`config.mk`:
```
export PLATFORM = sky130hd
export DESIGN_NAME = sram_host
export DESIGN_NICKNAME = d
export VERILOG_FILES = /design/src/core/sram_access_pkg.sv /design/src/core/sync_pair.sv /design/src/core/sram_host.sv
export SDC_FILE = /design/constraint.sdc
export NUM_CORES = 1
export LEC_CHECK = 0
export BUFFER_PORTS_ARGS = -buffer_cell sky130_fd_sc_hd__buf_4
export CORE_MARGIN = 2
export CORE_UTILIZATION = 45
export CTS_CLUSTER_SIZE = 16
export DETAILED_ROUTE_END_ITERATION = 7
export GPL_TIMING_DRIVEN = 1
export PLACE_DENSITY = 0.73
export RECOVER_POWER = 50
export REMOVE_ABC_BUFFERS = 1
export SLEW_MARGIN = 40
export SYNTH_ARGS = -nofsm -noshare
export SYNTH_HDL_FRONTEND = slang
export SYNTH_SLANG_ARGS = --single-unit
```
`constraint.sdc`:
```
create_clock -name ref_clk_in -period 1.7 [get_ports ref_clk_in]
set_clock_uncertainty 0.1 [all_clocks]
set_input_delay 0.34 -clock ref_clk_in [delete_from_list [all_inputs] [get_ports ref_clk_in]]
set_output_delay 0.34 -clock ref_clk_in [all_outputs]
set_load 0.05 [all_outputs]
```
`src/core/sram_access_pkg.sv`:
```
package sram_access_pkg;
  localparam int unsigned WORD_COUNT = 2048;
  localparam int unsigned INDEX_WIDTH = 11;
  localparam int unsigned BYTE_WIDTH = 8;
  localparam int unsigned CLOCK_PERIOD_NS = 50;
  localparam int unsigned READ_LATENCY_MAX_NS = 200;
  localparam int unsigned WRITE_PULSE_MIN_NS = 150;
  localparam int unsigned WRITE_DATA_LEAD_NS = 90;
  localparam int unsigned WRITE_DATA_TRAIL_NS = 0;
  localparam int unsigned READ_CYCLES =
    (READ_LATENCY_MAX_NS + CLOCK_PERIOD_NS - 1) / CLOCK_PERIOD_NS;
  localparam int unsigned WRITE_PULSE_CYCLES =
    (WRITE_PULSE_MIN_NS + CLOCK_PERIOD_NS - 1) / CLOCK_PERIOD_NS;
  localparam int unsigned WRITE_LEAD_CYCLES =
    (WRITE_DATA_LEAD_NS + CLOCK_PERIOD_NS - 1) / CLOCK_PERIOD_NS;
  localparam int unsigned WRITE_TRAIL_CYCLES =
    ((WRITE_DATA_TRAIL_NS + CLOCK_PERIOD_NS - 1) / CLOCK_PERIOD_NS) > 0 ?
    ((WRITE_DATA_TRAIL_NS + CLOCK_PERIOD_NS - 1) / CLOCK_PERIOD_NS) : 1;
  localparam int unsigned COUNT_WIDTH = 4;
  localparam int unsigned SYNC_STAGES = 2;
  localparam logic [7:0] BYTE_RESET = 8'h00;
  localparam logic [10:0] INDEX_RESET = 11'h000;
endpackage

```
`src/core/sync_pair.sv`:
```
module sync_pair #(
  parameter int unsigned WIDTH = 8
) (
  input wire logic ref_clk_in,
  input wire logic rst_n_in,
  input wire logic [WIDTH-1:0] async_in,
  output logic [WIDTH-1:0] synced_out
);
  logic [WIDTH-1:0] stage_one;
  logic [WIDTH-1:0] next_stage_one;
  logic [WIDTH-1:0] next_synced;

  always_comb
  begin
    next_stage_one = async_in;
    next_synced = stage_one;
  end

  always_ff @(posedge ref_clk_in or negedge rst_n_in)
  begin
    if (!rst_n_in)
    begin
      stage_one <= '0;
      synced_out <= '0;
    end
    else
    begin
      stage_one <= next_stage_one;
      synced_out <= next_synced;
    end
  end
endmodule

```
`src/core/sram_host.sv`:
```
// What this block does
// - A read holds both selects low and write-select high while the memory drives the byte.
// - The write overlap of the three controls lasts at least 150 ns.
// - Write data stands 90 ns before the write ends and 0 ns after it.
// - Write-select may stay low while both selects, moving together, time the write.
module sram_host (
  input wire logic ref_clk_in,
  input wire logic rst_n_in,
  input wire logic req_valid_in,
  input wire logic req_write_in,
  input wire logic [10:0] req_index_in,
  input wire logic [7:0] req_byte_in,
  output logic req_ready_out,
  output logic rsp_valid_out,
  output logic [7:0] rsp_byte_out,
  output logic [10:0] word_index_out,
  output logic select_a_n_out,
  output logic select_b_n_out,
  output logic write_select_n_out,
  input wire logic [7:0] byte_lines_in,
  output logic [7:0] byte_lines_out,
  output logic byte_lines_oe_n_out
);
  typedef enum logic [2:0] {
    IDLE,
    READ_WAIT,
    READ_SAMPLE,
    WRITE_SETUP,
    WRITE_ACTIVE,
    WRITE_HOLD,
    RECOVER
  } state_t;

  state_t state;
  state_t next_state;
  logic [sram_access_pkg::COUNT_WIDTH-1:0] count;
  logic [sram_access_pkg::COUNT_WIDTH-1:0] next_count;

  logic [10:0] index;
  logic [10:0] next_index;
  logic [7:0] wbyte;
  logic [7:0] next_wbyte;
  logic [7:0] rbyte;
  logic [7:0] next_rbyte;
  logic rvalid;
  logic next_rvalid;

  logic sel_n;
  logic next_sel_n;
  logic we_n;
  logic next_we_n;
  logic oe_n;
  logic next_oe_n;

  logic [7:0] lines_synced;

  localparam logic [3:0] READ_LAST = 4'(sram_access_pkg::READ_CYCLES - 1);
  // Data settles only at the end of the latency window and then crosses both sync stages;
  // sampling a cycle sooner would race the memory's access time
  localparam logic [3:0] SAMPLE_LAST = 4'(sram_access_pkg::SYNC_STAGES);
  localparam logic [3:0] PULSE_LAST = 4'(sram_access_pkg::WRITE_PULSE_CYCLES - 1);
  localparam logic [3:0] TRAIL_LAST = 4'(sram_access_pkg::WRITE_TRAIL_CYCLES - 1);

  sync_pair #(
    .WIDTH(sram_access_pkg::BYTE_WIDTH)
  ) u_sync (
    .ref_clk_in(ref_clk_in),
    .rst_n_in(rst_n_in),
    .async_in(byte_lines_in),
    .synced_out(lines_synced)
  );

  always_comb
  begin
    next_state = state;
    next_count = count;
    next_index = index;
    next_wbyte = wbyte;
    next_rbyte = rbyte;
    next_rvalid = 1'b0;
    next_sel_n = sel_n;
    next_we_n = we_n;
    next_oe_n = oe_n;
    case (state)
      IDLE:
      begin
        next_sel_n = 1'b1;
        next_we_n = 1'b1;
        next_oe_n = 1'b1;
        if (req_valid_in)
        begin
          next_index = req_index_in;
          next_count = '0;
          if (req_write_in)
          begin
            // Write-select and our driver go first; selects follow a cycle later
            next_wbyte = req_byte_in;
            next_we_n = 1'b0;
            next_oe_n = 1'b0;
            next_state = WRITE_SETUP;
          end
          else
          begin
            next_sel_n = 1'b0;
            next_state = READ_WAIT;
          end
        end
      end
      READ_WAIT:
      begin
        next_count = count + 4'h1;
        if (count == READ_LAST)
        begin
          next_count = '0;
          next_state = READ_SAMPLE;
        end
      end
      READ_SAMPLE:
      begin
        next_count = count + 4'h1;
        if (count == SAMPLE_LAST)
        begin
          next_rbyte = lines_synced;
          next_rvalid = 1'b1;
          next_sel_n = 1'b1;
          next_count = '0;
          next_state = RECOVER;
        end
      end
      WRITE_SETUP:
      begin
        next_sel_n = 1'b0;
        next_count = '0;
        next_state = WRITE_ACTIVE;
      end
      WRITE_ACTIVE:
      begin
        next_count = count + 4'h1;
        // Pulse covers both the overlap and the data lead, which is shorter
        if (count == PULSE_LAST)
        begin
          next_sel_n = 1'b1;
          next_count = '0;
          next_state = WRITE_HOLD;
        end
      end
      WRITE_HOLD:
      begin
        // Write-select rises after the selects, so the memory never turns its drivers on
        next_count = count + 4'h1;
        if (count == TRAIL_LAST)
        begin
          next_we_n = 1'b1;
          next_oe_n = 1'b1;
          next_count = '0;
          next_state = RECOVER;
        end
      end
      RECOVER:
      begin
        // One released cycle lets the memory's drivers turn off before the next access
        next_state = IDLE;
      end
      default:
      begin
        // An unknown state releases the pins at the next clock edge
        next_sel_n = 1'b1;
        next_we_n = 1'b1;
        next_oe_n = 1'b1;
        next_state = IDLE;
      end
    endcase
  end

  always_ff @(posedge ref_clk_in or negedge rst_n_in)
  begin
    if (!rst_n_in)
    begin
      // Pins come up released, so the memory stays deselected through reset
      state <= IDLE;
      count <= '0;
      index <= sram_access_pkg::INDEX_RESET;
      wbyte <= sram_access_pkg::BYTE_RESET;
      rbyte <= sram_access_pkg::BYTE_RESET;
      rvalid <= 1'b0;
      sel_n <= 1'b1;
      we_n <= 1'b1;
      oe_n <= 1'b1;
    end
    else
    begin
      state <= next_state;
      count <= next_count;
      index <= next_index;
      wbyte <= next_wbyte;
      rbyte <= next_rbyte;
      rvalid <= next_rvalid;
      sel_n <= next_sel_n;
      we_n <= next_we_n;
      oe_n <= next_oe_n;
    end
  end

  assign req_ready_out = (state == IDLE);
  assign rsp_valid_out = rvalid;
  assign rsp_byte_out = rbyte;
  assign word_index_out = index;
  // Both selects move together; a single device gains nothing from split timing
  assign select_a_n_out = sel_n;
  assign select_b_n_out = sel_n;
  assign write_select_n_out = we_n;
  assign byte_lines_out = wbyte;
  assign byte_lines_oe_n_out = oe_n;
endmodule

```
==> reports/results.ini, run 1 <==
[status]
status = finished with violations
violations = setup timing

[worst_setup_path]
crit_path_cell_trace = inv_2 -> ha_4 -> or3b_4 -> and3_4 -> o211ai_1 -> o211ai_1
path_common_cell = o211ai_1
path_buf_inv = 1
criticalPathCategory = reg -> reg
slowest_delay_ns = 0.41
cp_top_family = simple AND/OR/NAND/NOR gates
r2r_start = count[0]
crit_required_ns = 1.78
path_max_fanout = 4
slowest_stage = dfrtp_1
arrival_ns = 1.85
endpoint_kind = register
crit_path_start_kind = register
startpoint = count[0]

[synthesis]
synthAdderAreaFrac = 0.0178
ys_seq_area_frac = 0.630
yosys_warnings = 0
synthMuxAreaShare = 0.169
synth_compound_area_frac = 0.0646
synth_top_family_by_area = multiplexers
synth_area_um2 = 2110
synth-xor-area-share = 0
ys_seq_elements = 53
avgSynthCellArea_um2 = 14.8
syn_inst = 143
synth.distinct_cells = 36
synthSimpleGateAreaFrac = 0.0723

[timing]
worst_pin_slew_ns = 0.707
fmax_ghz = 0.566
tns_ns = -0.140
setup_violations = 3
rsz0062_at_grt = yes
period_share = 1.04
finalWorstSetupSlack_ns = -0.0671
relSlewSlack = 0.529
maxSlewViolCount = 0
fin_crit_ns = 1.77
hold_viol_final = 0

[route]
vias_per_cell = 5.12
vias = 1399
wl_per_cell_um = 16.1
first_iter_violations = 109
ant_nets = 0
dr.pass1.iters = 4
drc = 0
wirelength_um = 4400

[power]
p_per_area_nw_per_um2 = 2200
ir_drop_mv = 1.45
p_leak_uw = 0.00138

[layout]
multiInputGateArea_um2 = 749
ff_latch_area_um2 = 1330
fill_cells = 341
fin_nets = 254
drive_gt1_frac = 0.584
n_antenna_cell = 0
final_util = 0.639
synthToLayoutAreaGrowth_pct = 34.6
design_area_um2 = 2840

[die]
start_util = 0.475
ios = 64
num_rows = 24
die_area_um2 = 5250
coreArea_um2 = 4440
die_x_um = 72.5
fp.dieH_um = 72.5

[clocking]
clock_path_buffers = 2
clkSlewWorstSetupHoldPaths_ns = 0.10
cts_made_buffers = 5
clock_latency_ns = 0.30
clock-root-buffer = clkbuf_8
cts.sinks = 53
cts_tree = done
cts-htree-levels = 2

[flow_run]
drv_cap = 0

[place]
portBuffers = 63
gp_congestion = 0.794
hpwl_um = 2990
dpl_cell_area_um2 = 2640

[global_routing]
first_global_vias = 1508
antenna_found_initial = 0
track_usage = 0.175
grt_remaining_overflow = 0
grt_pass1_wl_um = 6970
grt_start_max_net_pins = 54

[worst_hold_path]
holdCritStartpoint = byte_lines_in[4]
hold_path.class = in -> reg

## placed cells by master, fill, tap and decap left out, types with 2 or more instances in the layout
master,instances
dfstp_2,2
nor2_1,8
clkbuf_4,9
inv_1,8
buf_4,65
a21oi_1,3
mux2_2,21
o21ai_1,2
clkbuf_8,5
o211ai_1,2
ha_1,2
dfrtp_1,50
mux2_4,8
nand2_1,4
## kinds of logic after synthesis
| logic type | count (synthesis) |
|---|---|
| compound gates | 19 |
| mux | 29 |
| fa+ha+maj | 3 |
| flops | 53 |
| simple gates | 23 |
| buf+inv | 16 |
## Yosys cell counts, drive strengths merged
cell type  number  area, um^2
inv             9        33.8
a2bb2oi         1        8.76
a221oi          1        8.76
o21ai           4        20.0
o21bai          1        7.51
and2            1        8.76
nand2           5        35.0
o211a           1        10.0
or2             1        6.26
mux2           29         357
or3b            1        8.76
ha              3        37.5
nand4           1        12.5
dfstp           2        52.6
a21oi           3        15.0
a22o            1        8.76
o211ai          2        15.0
nor2            8        30.0
dfrtp          51        1280
o311ai          1        8.76
o32ai           1        8.76
a21o            1        7.51
a311oi          1        8.76
nand3           2        10.0
buf             7        65.1
and3            1        11.3
nor4b           1        8.76
nor3            2        21.3
o2111ai         1        8.76
## metal layers
layer  track usage  vias up  part of all wire
met5             0        -                 0
met1         0.216      688              0.42
met2         0.286       56              0.50
li1              -      648                 -
met4        0.0700        0             0.013
met3        0.0569        7             0.061
## report_power, final
group          leakage (uW)  total (uW)  internal, uW  switching, uW
clock             0.0000456         705           294            410
combinational      0.000700        3540          1330           2200
sequential         0.000630        2020          1710            304
total               0.00137        6260          3340           2920
## path summary, 6_finish.rpt
check	endpoint	slack [ns]	cells past startpoint
setup reg to reg	count[3]	-0.07	6
hold / removal	u_sync.next_synced[4]	0.06	1
min in group asynchronous	state[0]	0.53	2
max in group asynchronous	u_sync.synced_out[0]	0.48	2
hold reg to reg	u_sync.synced_out[0]	0.26	0
setup / recovery	count[3]	-0.07	6
## repair_timing
item | in CTS | in global routing
setup buffers | 1 | 3
setup endpoints to repair | 5 | 23
pin swaps | 5 | 2
resized for setup | 9 | 6
hold buffers | 1 | 0
hold endpoints to repair | 51 | 0
gates cloned | 0 | 1
## flip-flops by register name, indices dropped and copies added, names as in the netlist
register,flops
count,4
rsp_byte_out,8
select_a_n_out,1
u_sync.next_synced,8
rsp_valid_out,1
byte_lines_out,8
word_index_out,11
byte_lines_oe_n_out,1
u_sync.synced_out,8
state,3
## stage by stage
stage               power (uW)  hold WS (ns)  instances  setup slack (ns)
floorplan                 4250       -0.0556        136            -0.292
global placement          5220         0.233        259           -0.0397
detailed placement        5340         0.235        259            -0.146
CTS                       6160        0.0298        269           -0.0283
global route              6540        0.0350        273           -0.0892
finish                    6260        0.0550        273           -0.0671
## cell type report
type,count,area share
tap,52,0.0229
inverter,9,0.0119
timing repair buffer,76,0.203
clock inverter,2,0.00484
clock buffer,6,0.0255
sequential,53,0.468
multi-input combinational,75,0.264
## worst reg2reg max path: cells and delay by family (launching register included)
| family | cells | cell delay (ns) |
|---|---|---|
| adder cells (fa/ha/maj) | 1 | 0.13 |
| flip-flops | 1 | 0.41 |
| buffers and inverters | 1 | 0.09 |
| AO/OA/AOI/OAI | 2 | 0.31 |
| AND/OR/NAND/NOR | 2 | 0.61 |
(Power assumes the default switching activity.)
==> run 2, diff against run 1 <==
- CORE_MARGIN: 2 -> 1
- SKIP_LAST_GASP: not set -> 1
==> reports/results.ini, run 2 (same netlist as run 1, synthesis figures left out) <==
[global_routing]
grt_start_max_net_pins = 54  ; unchanged
track_usage = 0.167  ; -0.00760
grt_pass1_wl_um = 6340  ; -9.0%
grt_remaining_overflow = 0  ; unchanged
antenna_found_initial = 0  ; unchanged
first_global_vias = 1459  ; -3.2%

[route]
ant_nets = 0  ; unchanged
vias_per_cell = 5.17  ; +0.81%
vias = 1400  ; +0.071%
drc = 2  ; +2
first_iter_violations = 85  ; -22%
wl_per_cell_um = 14.6  ; -9.3%
dr.pass1.iters = 6  ; +2
wirelength_um = 3960  ; -9.9%

[die]
ios = 64  ; unchanged
die_x_um = 70.5  ; -2.8%
start_util = 0.475  ; unchanged
fp.dieH_um = 70.5  ; -2.8%
die_area_um2 = 4970  ; -5.4%
coreArea_um2 = 4440  ; unchanged
num_rows = 24  ; unchanged

[clocking]
clkSlewWorstSetupHoldPaths_ns = 0.09  ; about the same
clock_path_buffers = 2  ; unchanged
clock_latency_ns = 0.31  ; about the same
cts.sinks = 53  ; unchanged
cts-htree-levels = 2  ; unchanged
clock-root-buffer = clkbuf_8
cts_tree = done
cts_made_buffers = 5  ; unchanged

[worst_setup_path]
path_max_fanout = 4  ; unchanged
criticalPathCategory = reg -> reg
crit_required_ns = 1.78  ; about the same
arrival_ns = 1.84  ; about the same
endpoint_kind = register
crit_path_start_kind = register

[layout]
synthToLayoutAreaGrowth_pct = 33.8
largest_register_ffs = 11  ; unchanged
fill_cells = 343  ; +0.59%
final_cell_mix = 63 x buf_4, 49 x dfrtp_1, 21 x mux2_2, 9 x clkbuf_4
fin_nets = 252  ; -0.79%
n_antenna_cell = 0  ; unchanged
layout_commonest_cell = buf_4
instances_no_fill = 271  ; -0.73%
drive_gt1_frac = 0.584  ; +0.000764
design_area_um2 = 2830  ; -0.57%

[place]
place_inst = 258  ; -0.39%
gp_congestion = 0.748  ; -5.8%
dpl_cell_area_um2 = 2640  ; -0.28%
hpwl_um = 2820  ; -5.6%
portBuffers = 63  ; unchanged

[flow_run]
drv_cap = 0  ; unchanged

[status]
status = finished with violations
violations = DRC, setup timing

[timing]
rsz0062_at_grt = yes
relSlewSlack = 0.551  ; +0.0226
setup_violations = 4  ; +1
hold_viol_final = 0  ; unchanged
maxSlewViolCount = 0  ; unchanged
finalWorstSetupSlack_ns = -0.0573  ; +0.00982 ns
fmax_ghz = 0.569  ; +0.56%
fin_crit_ns = 1.76  ; -0.00982 ns
worst_pin_slew_ns = 0.673  ; -0.0340 ns
period_share = 1.03  ; -0.00578

[power]
p_per_area_nw_per_um2 = 2190  ; -0.75%
p_leak_uw = 0.00136  ; -1.1%
ir_drop_mv = 1.27  ; -12%

[worst_hold_path]
hold_path.class = in -> reg

[run 2: repair_timing]
action	in CTS	in global routing
resized for setup	7	8
hold buffers	1	0
gates cloned	0	1
pin swaps	3	3
setup buffers	1	2
endpoints found under the hold margin	51	0
setup endpoints to repair	7	23
[run 2: cell type report]
class / instances / area (um^2) / area share
multi-input combinational: 75 / 743 / 0.263
timing repair buffer: 74 / 562 / 0.199
clock buffer: 5 / 68.8 / 0.0244
tap: 52 / 65.1 / 0.0230
clock inverter: 3 / 21.3 / 0.00753
sequential: 53 / 1330 / 0.471
inverter: 9 / 33.8 / 0.0120
[run 2: per-stage QoR]
| step | power (uW) | utilization | hold slack (ns) | setup WS, ns | TNS [ns] |
|---|---|---|---|---|---|
| finish | 6180 | 0.636 | 0.0547 | -0.0573 | -0.119 |
| global route | 6460 | 0.636 | 0.0411 | -0.122 | -0.472 |
| CTS | 6080 | 0.624 | 0.0272 | -0.0391 | -0.108 |
| detailed placement | 5300 | 0.593 | 0.238 | -0.162 | -0.628 |
| global placement | 5190 | 0.593 | 0.232 | -0.0338 | -0.0787 |
| floorplan | 4250 | - | -0.0556 | -0.292 | -5.16 |
[run 2: metal layers]
layer / routed length, um / up-vias / global-route usage
li1: - / 644 / -
met1: 1680 / 701 / 0.202
met3: 157 / 11 / 0.0346
met5: 0 / - / 0
met2: 2030 / 44 / 0.285
met4: 89 / 0 / 0.0816
[run 2: path summary, 6_finish.rpt]
path,slack (ns),cells past startpoint,end,start
worst min register to register,0.26,0,u_sync.synced_out[3],u_sync.next_synced[3]
max in group asynchronous,0.49,2,state[2],rst_n_in
worst max-delay path,-0.06,6,count[3],count[0]
min in group asynchronous,0.52,2,word_index_out[6],rst_n_in
worst min-delay path,0.05,1,u_sync.next_synced[3],byte_lines_in[3]
worst max register to register,-0.06,6,count[3],count[0]
[run 2: report_power, final]
part | switching [uW] | leakage (uW) | total [uW] | internal, uW
combinational | 2160 | 0.000687 | 3450 | 1290
clock | 407 | 0.0000445 | 700 | 293
sequential | 313 | 0.000629 | 2030 | 1710
[run 2: critical path, stage by stage (launching register included)]
cell,delay (ns)
dfrtp_1,0.40
inv_2,0.09
ha_4,0.13
or3b_4,0.39
and3_4,0.22
o21ai_4,0.19
o211ai_1,0.12
==> run 3, diff against run 2 <==
- CORE_UTILIZATION: 45 -> 47
- CTS_BUF_LIST: not set -> sky130_fd_sc_hd__clkbuf_8
- PLACE_DENSITY: 0.73 -> 0.76
==> reports/results.ini, run 3 (same netlist as run 1, synthesis figures left out) <==
[clocking]
cts_made_buffers = 5  ; unchanged
clock_latency_ns = 0.30  ; about the same
cts-htree-levels = 2  ; unchanged
cts.sinks = 53  ; unchanged
clkSlewWorstSetupHoldPaths_ns = 0.10  ; about the same
clock_path_buffers = 2  ; unchanged
clock-root-buffer = clkbuf_8
cts_tree = done

[timing]
setup_violations = 1  ; -3
fmax_ghz = 0.576  ; +1.3%
maxSlewViolCount = 0  ; unchanged
worst_pin_slew_ns = 0.709  ; +0.0361 ns
hold_viol_final = 0  ; unchanged
relSlewSlack = 0.527  ; -0.0240
rsz0062_at_grt = yes
period_share = 1.02  ; -0.0132
finalWorstSetupSlack_ns = -0.0348  ; +0.0225 ns
fin_crit_ns = 1.73  ; -0.0225 ns
holdWs_ns = 0.0566  ; +0.00194 ns

[layout]
drive_gt1_frac = 0.610  ; +0.0254
fin_nets = 256  ; +1.6%
ff_latch_area_um2 = 1330  ; about the same
n_antenna_cell = 0  ; unchanged
layout_commonest_cell = buf_4
multiInputGateArea_um2 = 759  ; +2.2%
instances_no_fill = 275  ; +1.5%
fill_cells = 332  ; -3.2%
final_cell_mix = 67 x buf_4, 50 x dfrtp_1, 21 x mux2_2, 9 x clkbuf_4
largest_register_ffs = 11  ; unchanged
synthToLayoutAreaGrowth_pct = 36.9

[worst_hold_path]
hold_path_depth = 1  ; unchanged
hold_end = u_sync.next_synced[1]
holdCritStartpoint = byte_lines_in[1]
hold_path.class = in -> reg

[die]
fp.dieH_um = 69.0  ; -2.1%
coreArea_um2 = 4320  ; -2.7%
die_x_um = 69.0  ; -2.1%
num_rows = 24  ; unchanged
start_util = 0.488  ; +0.0132
die_area_um2 = 4760  ; -4.1%
ios = 64  ; unchanged

[route]
first_iter_violations = 37  ; -56%
wirelength_um = 4220  ; +6.6%
vias = 1411  ; +0.79%
vias_per_cell = 5.13  ; -0.68%
wl_per_cell_um = 15.3  ; +5.0%
dr.pass1.iters = 4  ; -2
ant_nets = 0  ; unchanged
drc = 0  ; -2

[global_routing]
grt_remaining_overflow = 0  ; unchanged
grt_start_max_net_pins = 54  ; unchanged
grt_pass1_wl_um = 7000  ; +10%
antenna_found_initial = 0  ; unchanged
first_global_vias = 1537  ; +5.3%
track_usage = 0.185  ; +0.0174

[worst_setup_path]
crit_required_ns = 1.78  ; about the same
r2r_start = count[0]
r2r_end = count[2]
arrival_ns = 1.82  ; -0.02 ns
crit_path_start_kind = register
criticalPathCategory = reg -> reg
reg2reg_depth = 6  ; unchanged
endpoint_kind = register
path_max_fanout = 4  ; unchanged
rrSetupSlack_ns = -0.03  ; +0.02 ns

[status]
violations = setup timing
status = finished with violations

[flow_run]
drv_cap = 0  ; unchanged

[power]
p_per_area_nw_per_um2 = 2210  ; +1.0%
p_leak_uw = 0.00138  ; +1.8%
ir_drop_mv = 1.28  ; +0.40%
fin_total_pwr_uw = 6380  ; +3.3%

[place]
portBuffers = 63  ; unchanged
gp_congestion = 0.805  ; +7.6%
place_inst = 262  ; +1.6%
hpwl_um = 2940  ; +4.1%

run 3: critical path, cell delays in order (launching register included):
cell	delay [ns]
dfrtp_1	0.40
inv_2	0.08
ha_4	0.13
or3b_4	0.39
and3_4	0.22
o2111ai_2	0.16
o311ai_1	0.12
run 3: cell type report:
cell class,instances,share of cell area
sequential,53,0.460
multi-input combinational,74,0.263
timing repair buffer,79,0.210
clock buffer,5,0.0238
tap,52,0.0225
inverter,9,0.0117
clock inverter,3,0.00866
run 3: per-layer routing:
layer	GRT usage	part of all wire	up-vias
met1	0.223	0.42	700
li1	-	-	649
met2	0.314	0.51	53
met3	0.0585	0.058	9
met5	0	0	-
met4	0.0612	0.016	0
run 3: power by group:
group,switching (uW),total (uW),internal (uW)
Sequential,302,2010,1710
Clock,429,727,298
Combinational,2230,3640,1410
run 3: how the worst max path moves through the flow:
stage,start,to,slack [ns],cells after the start
2_1_floorplan,state[1],byte_lines_out[0],-0.29,4
3_3_place_gp,count[0],count[3],-0.008,6
4_1_cts,count[0],count[2],-0.02,6
3_5_place_dp,count[0],count[3],-0.16,6
6_report,count[0],count[2],-0.03,6
5_1_grt,count[0],count[2],-0.08,6
run 3: metrics by stage:
stage	worst slack [ns]	setup TNS, ns	cell area [um^2]	util
2_1_floorplan	-0.292	-5.16	2050	-
3_3_place_gp	-0.00820	-0.0107	2670	0.617
3_5_place_dp	-0.159	-0.608	2670	0.617
4_1_cts	-0.0212	-0.0327	2850	0.658
5_1_grt	-0.0847	-0.336	2890	0.668
6_report	-0.0348	-0.0348	2890	0.668
run 3: repair_timing:
item                       in CTS  in global routing
pin swaps                       3                  4
cloned                          0                  0
gates resized for setup        13                  8
buffers inserted                2                  2
hold endpoints to repair       51                  0
setup endpoints to repair      14                 15
hold buffers                    1                  0
